===== src/hw/dsw_defs.svh =====
`ifndef DSW_DEFS_SVH
`define DSW_DEFS_SVH

// ********************************************************************
// word layout
// ********************************************************************
`define DSW_WORD_W 16
`define DSW_CODE_W 14
`define DSW_MODE_HI 15
`define DSW_MODE_LO 14
`define DSW_CODE_HI 13

// ********************************************************************
// counts and reset values
// ********************************************************************
`define DSW_CNT_W 4
`define DSW_LAST_BIT 4'hF
`define DSW_CNT_RST 4'h0
`define DSW_CODE_RST 14'h0000
`define DSW_SHIFT_RST 16'h0000
`define DSW_FULL_SCALE 16384

// ********************************************************************
// pin sampling
// ********************************************************************
`define DSW_PIN_W 3
`define DSW_PIN_IDLE 3'h7

`endif


===== src/hw/dsw_pkg.sv =====
`include "dsw_defs.svh"

package dsw_pkg;

  // operating mode carried by the two upper bits of a word
  typedef enum logic [1:0] {
    DSW_MODE_NORMAL = 2'h0,
    DSW_MODE_PD_1K = 2'h1,
    DSW_MODE_PD_100K = 2'h2,
    DSW_MODE_PD_TRI = 2'h3
  } dsw_mode_e;

  // frame tracking states, gray along idle-shift-done
  typedef enum logic [1:0] {
    DSW_ST_IDLE = 2'h0,
    DSW_ST_SHIFT = 2'h1,
    DSW_ST_DONE = 2'h3
  } dsw_state_e;

  // one received word split into its fields
  typedef struct packed {
    dsw_mode_e mode;
    logic [`DSW_CODE_W-1:0] code;
  } dsw_word_s;

  // the three serial pins after sampling
  typedef struct packed {
    logic frame_n;
    logic sclk;
    logic sdata;
  } dsw_pins_s;

endpackage


===== src/hw/dsw_loader.sv =====
`timescale 1ns/1ns
`default_nettype none

`include "dsw_defs.svh"

module dsw_loader
  import dsw_pkg::*;
(
  // clock and reset
  input wire logic clk_in,
  input wire logic rst_n_in,
  // serial pins from the host
  input wire logic frame_sel_n_in,
  input wire logic sclk_in,
  input wire logic serial_data_in,
  // converter side
  output var logic [`DSW_CODE_W-1:0] code_out,
  output var logic [1:0] mode_out,
  output var logic power_down_out,
  // word events
  output var logic load_out,
  output var logic abort_out
);

  // ********************************************************************
  // pin synchroniser
  // ********************************************************************

  dsw_pins_s pin_raw;
  dsw_pins_s pin_meta_q;
  dsw_pins_s pin_sync_q;
  logic sclk_prev_q;

  assign pin_raw = '{frame_n: frame_sel_n_in, sclk: sclk_in,
                     sdata: serial_data_in};

  // two flops per pin, idle level after reset
  always_ff @(posedge clk_in) begin
    if (!rst_n_in) begin
      pin_meta_q <= `DSW_PIN_IDLE;
      pin_sync_q <= `DSW_PIN_IDLE;
    end else begin
      pin_meta_q <= pin_raw;
      pin_sync_q <= pin_meta_q;
    end
  end

  // previous serial clock level for edge finding
  always_ff @(posedge clk_in) begin
    if (!rst_n_in) begin
      sclk_prev_q <= 1'b1;
    end else begin
      sclk_prev_q <= pin_sync_q.sclk;
    end
  end

  // ********************************************************************
  // decode of pins and state
  // ********************************************************************

  dsw_state_e state_q;
  dsw_state_e state_d;
  logic [`DSW_CNT_W-1:0] cnt_q;
  logic [`DSW_CNT_W-1:0] cnt_d;
  logic [`DSW_WORD_W-1:0] shreg_q;
  logic [`DSW_WORD_W-1:0] shreg_d;
  logic [`DSW_WORD_W-1:0] word_full;
  dsw_word_s word_now;
  wire framed;
  wire sclk_fall;
  wire in_frame_state;
  wire shift_en;
  wire exec;
  wire abort;

  // framing and clock edge
  assign framed = ~pin_sync_q.frame_n;
  assign sclk_fall = sclk_prev_q & ~pin_sync_q.sclk;
  assign in_frame_state = (state_q == DSW_ST_IDLE) || (state_q == DSW_ST_SHIFT);
  // edges count only inside an open frame
  assign shift_en = framed & sclk_fall & in_frame_state;
  // sixteenth edge executes the word
  assign exec = shift_en & (cnt_q == `DSW_LAST_BIT);
  // early rise of frame select drops the word
  assign abort = (state_q == DSW_ST_SHIFT) & ~framed;

  // word as it stands once the current bit is in, msb first
  assign word_full = {shreg_q[`DSW_WORD_W-2:0], pin_sync_q.sdata};
  assign word_now = dsw_word_s'(word_full);

  // ********************************************************************
  // frame state machine
  // ********************************************************************

  // next state from framing and edges
  always_comb begin
    state_d = state_q;
    unique case (state_q)
      DSW_ST_IDLE: begin
        if (framed) begin
          state_d = DSW_ST_SHIFT;
        end
        if (exec) begin
          state_d = DSW_ST_DONE;
        end
      end
      DSW_ST_SHIFT: begin
        if (!framed) begin
          state_d = DSW_ST_IDLE;
        end else if (exec) begin
          state_d = DSW_ST_DONE;
        end
      end
      DSW_ST_DONE: begin
        if (!framed) begin
          state_d = DSW_ST_IDLE;
        end
      end
      default: begin
        state_d = DSW_ST_DONE;
      end
    endcase
  end

  // reset parks in done, but the synchroniser's idle reset level reads as a high frame, so idle follows at once
  always_ff @(posedge clk_in) begin
    if (!rst_n_in) begin
      state_q <= DSW_ST_DONE;
    end else begin
      state_q <= state_d;
    end
  end

  // ********************************************************************
  // bit counter and shift register
  // ********************************************************************

  // counter clears outside a frame, on abort and on execution
  always_comb begin
    cnt_d = cnt_q;
    if (!framed || !in_frame_state) begin
      cnt_d = `DSW_CNT_RST;
    end else if (exec) begin
      cnt_d = `DSW_CNT_RST;
    end else if (shift_en) begin
      cnt_d = cnt_q + `DSW_CNT_W'(1);
    end
  end

  // shift register clears on abort, shifts on counted edges
  always_comb begin
    shreg_d = shreg_q;
    if (abort) begin
      shreg_d = `DSW_SHIFT_RST;
    end else if (shift_en) begin
      shreg_d = word_full;
    end
  end

  always_ff @(posedge clk_in) begin
    if (!rst_n_in) begin
      cnt_q <= `DSW_CNT_RST;
      shreg_q <= `DSW_SHIFT_RST;
    end else begin
      cnt_q <= cnt_d;
      shreg_q <= shreg_d;
    end
  end

  // ********************************************************************
  // code register and mode
  // ********************************************************************

  // load on execution only, power-down words included; abort leaves both alone
  always_ff @(posedge clk_in) begin
    if (!rst_n_in) begin
      code_out <= `DSW_CODE_RST;
      mode_out <= DSW_MODE_NORMAL;
      power_down_out <= 1'b0;
    end else if (exec) begin
      code_out <= word_now.code;
      mode_out <= word_now.mode;
      power_down_out <= (word_now.mode != DSW_MODE_NORMAL);
    end
  end

  // one-cycle word events
  always_ff @(posedge clk_in) begin
    if (!rst_n_in) begin
      load_out <= 1'b0;
      abort_out <= 1'b0;
    end else begin
      load_out <= exec;
      abort_out <= abort;
    end
  end

  logic [`DSW_WORD_W-2:0] shreg_low;
  logic sdata_now;
  assign shreg_low = shreg_q[`DSW_WORD_W-2:0];
  assign sdata_now = pin_sync_q.sdata;
endmodule

`default_nettype wire


===== config.mk =====
export PLATFORM = sky130hd
export DESIGN_NAME = dsw_loader
export DESIGN_NICKNAME = d
export VERILOG_FILES = /design/src/hw/dsw_pkg.sv /design/src/hw/dsw_loader.sv
export VERILOG_INCLUDE_DIRS = /design/src /design/src/hw
export SDC_FILE = /design/constraint.sdc
export NUM_CORES = 1
export LEC_CHECK = 0
export ABC_AREA = 0
export BUFFER_PORTS_ARGS = -buffer_cell sky130_fd_sc_hd__buf_2
export CAP_MARGIN = 20
export CORE_MARGIN = 4
export CORE_UTILIZATION = 35
export DETAILED_ROUTE_END_ITERATION = 6
export HOLD_SLACK_MARGIN = 0.03
export SLEW_MARGIN = 30
export SYNTH_ARGS = -nofsm -noshare
export SYNTH_HDL_FRONTEND = slang
export SYNTH_SLANG_ARGS = --single-unit

===== constraint.sdc =====
create_clock -name clk_in -period 3.38 [get_ports clk_in]
set_input_delay 0.676 -clock clk_in [delete_from_list [all_inputs] [get_ports clk_in]]
set_output_delay 0.676 -clock clk_in [all_outputs]
set_load 0.01 [all_outputs]

==> results.yml <==
outcome:
  status: "finished, final reports clean"
clock_network:
  hold_buffers: 0
  cts_buffer_depth: 2
  cts_root_buffer: "clkbuf_8"
  cts_made_buffers: 5
  insertion_delay_ns: 0.30
  post_cts_buffers: 0
  cts_sinks: 47
  cts-resized-gates: 0
  clk_pin_slew_ns: 0.08
  cts_tree: "done"
  cts_htree_levels: 2
global_routing:
  grt_max_degree: 26
  gr-total-overflow: 0
  antenna_found_initial: 0
  grt_usage: 0.108
  first_global_vias: 1164
  grt_pass1_wl_um: 5250
power:
  pwr-share-clk: 0.384
  p_int_uw: 756
  peakVddDrop_uv: 186
  power_density_nw_per_um2: 482
  comb_power_share: 0.029
  switching_share: 0.215
  power_switching_uw: 207
  leakage_uw: 0.000709
  seq_power_share: 0.587
job:
  drv_cap: 0
worst_setup_path:
  r2r-start: "state_q[1]$_SDFFE_PN1P_"
  rrSetupSlack_ns: 1.60
  reg2reg_depth: 4
  cp-end-kind: "flop"
  crit_start: "state_q[1]$_SDFFE_PN1P_"
  worstPathMaxFanout: 20
  r2r_end: "code_out[13]$_SDFFE_PN0P_"
  crit_arrival_ns: 2.01
  crit_type: "reg2reg"
  start_kind: "flop"
  cp.required_ns: 3.61
synth:
  synthAdderAreaFrac: 0.00729
  synthCells: 191
  syn_avg_cell_area_um2: 8.99
  synth.distinct_cells: 25
  synth-compound-area-share: 0.0816
  synthesis.nets: 197
  synth_top_family_by_area: "simple AND/OR/NAND/NOR gates"
  ys_seq_elements: 47
  ys_seq_area_frac: 0.548
  yosys_warnings: 0
  synth.cell_area_um2: 1720
  synthMuxAreaShare: 0.0991
  synth_xor_area_frac: 0
  yosys.area_share.simple: 0.224
layout:
  drive_gt1_frac: 0.186
  instances_no_fill: 282
  syn_to_final_growth_pct: 16.4
  diodes: 0
  layout.nets: 220
timing:
  clock.fmax_ghz: 0.560
  maxSlewViolCount: 0
  min_period_over_period: 0.528
  hold_viol_final: 0
  setup_viol: 0
  rsz0062_at_grt: "no"
  slew_headroom: 0.576
  tns_ns: 0
  layout_min_cycle_time_ns: 1.78
  skew_ns: 0.00908
  worstMarginPinSlew_ns: 0.636
floorplan:
  die_h_um: 78.0
  die_w_um: 78.0
  num_rows: 25
  pin_count: 24
  start_util: 0.363
  die_area_um2: 6090
  core_area_um2: 4720
drt:
  wl_per_cell_um: 10.4
  wl_um: 2950
  final_antenna_net_count: 0
  viasPerCell: 4.47
  drtPass1Iterations: 4
  route.detailed.drc: 0
  vias: 1260
  drt_first_iter_violations: 51
place:
  gp_congestion: 0.721
  dp_cells: 274
  portBuffers: 23
  place_hpwl_um: 1890
min_path:
  min_path_type: "reg2reg"
  hold-path-cell-count: 1
  min-delay-start: "pin_meta_q[1]$_SDFF_PN1_"
  min_to: "pin_sync_q[1]$_SDFF_PN1_"
-- worst max path at each step --
stage	end	cells after the start
after global routing	code_out[8]$_SDFFE_PN0P_	4
after CTS	code_out[8]$_SDFFE_PN0P_	4
after detailed placement	code_out[7]$_SDFFE_PN0P_	4
after floorplan	cnt_q[3]$_SDFFE_PP0P_	4
after global placement	shreg_q[1]$_SDFFE_PP0P_	3
final	code_out[13]$_SDFFE_PN0P_	4
-- state kept, by name, summed over array words and instances, names as in the netlist --
signal,flops
state_q,2
pin_sync_q,2
sdata_now,1
sclk_prev_q,1
pin_meta_q,3
abort_out,1
code_out,14
cnt_q,4
mode_out,2
shreg_q,15
power_down_out,1
load_out,1
-- cells in the mapped netlist (all sizes together) --
cell type  count  area, um2
nor2           1       3.75
nor4b          1       15.0
clkbuf         8       30.0
nand3b         1       7.51
o21ai          2       10.0
nor3           1       5.00
o31ai          1       7.51
a21oi         20        100
nand2b         8       50.1
mux2i         17        170
and2           1       6.26
o211ai         1       7.51
dfxtp         47        941
or4            1       7.51
nand2         68        255
ha             1       12.5
o21a           1       7.51
buf            3       30.0
or2            1       6.26
or4b           1       13.8
nand3          3       15.0
inv            2       7.51
a21o           1       7.51
-- per-stage QoR --
stage | hold slack, ns | total power (uW) | util | worst slack [ns] | area (um2)
6_report | 0.409 | 963 | 0.423 | 1.60 | 2000
5_1_grt | 0.427 | 1000 | 0.423 | 1.48 | 2000
4_1_cts | 0.412 | 973 | 0.423 | 1.58 | 2000
3_5_place_dp | 0.398 | 607 | 0.401 | 1.59 | 1890
3_3_place_gp | 0.390 | 606 | 0.400 | 1.57 | 1890
2_1_floorplan | 0.386 | 598 | - | 1.72 | 1720
-- power by group through the flow --
stage                     registers [uW]  clock network (uW)  logic, uW
after global placement               578                   0       28.4
after global routing                 567                 401       32.5
final                                565                 370       28.2
after CTS                            565                 379       28.7
after detailed placement             578                   0       28.6
after floorplan                      578                   0       20.2
-- layout make-up --
cell class / instances / area [um2]
fillers: 483 / 2730
flip-flops and latches: 47 / 941
multi-input cells: 131 / 717
repair buffers: 27 / 145
clock buffers: 7 / 96.3
well taps: 67 / 83.8
clock inverters: 1 / 7.51
inverters: 2 / 7.51
-- per-layer routing --
layer	track usage	wire [um]	up-vias
met3	0.0344	126	5
met2	0.163	1250	23
met4	0.0524	52	0
met5	0	0	-
li1	-	-	668
met1	0.139	1520	564
-- logic make-up after synthesis --
family,after synthesis
flops,47
fa+ha+maj,1
mux,17
simple gates,87
compound gates,26
buf+inv,13
-- worst max-delay path, cell delays in order, from the launching register on --
cell and delay, ns:
dfxtp_1 0.36, or4b_4 0.69, nor3_2 0.22, buf_4 0.25, mux2i_1 0.19
-- cell usage in the layout, fill, tap and decap left out --
master      instances
mux2i_1            17
and2_1              1
nor4b_2             1
o21ai_0             1
clkbuf_8            7
or2_2               1
or4_1               1
o211ai_1            1
nor2_1              1
a21o_1              1
or4b_4              1
dfxtp_1            47
nand2_1            68
nand3_1             3
o31ai_1             1
ha_1                1
buf_2              23
clkinvlp_4          1
inv_1               2
nand3b_1            1
a21oi_1            20
o21a_1              1
o21ai_2             1
nand2b_1            8
buf_4               4
nor3_2              1
Power figures use the tool's default switching activity.
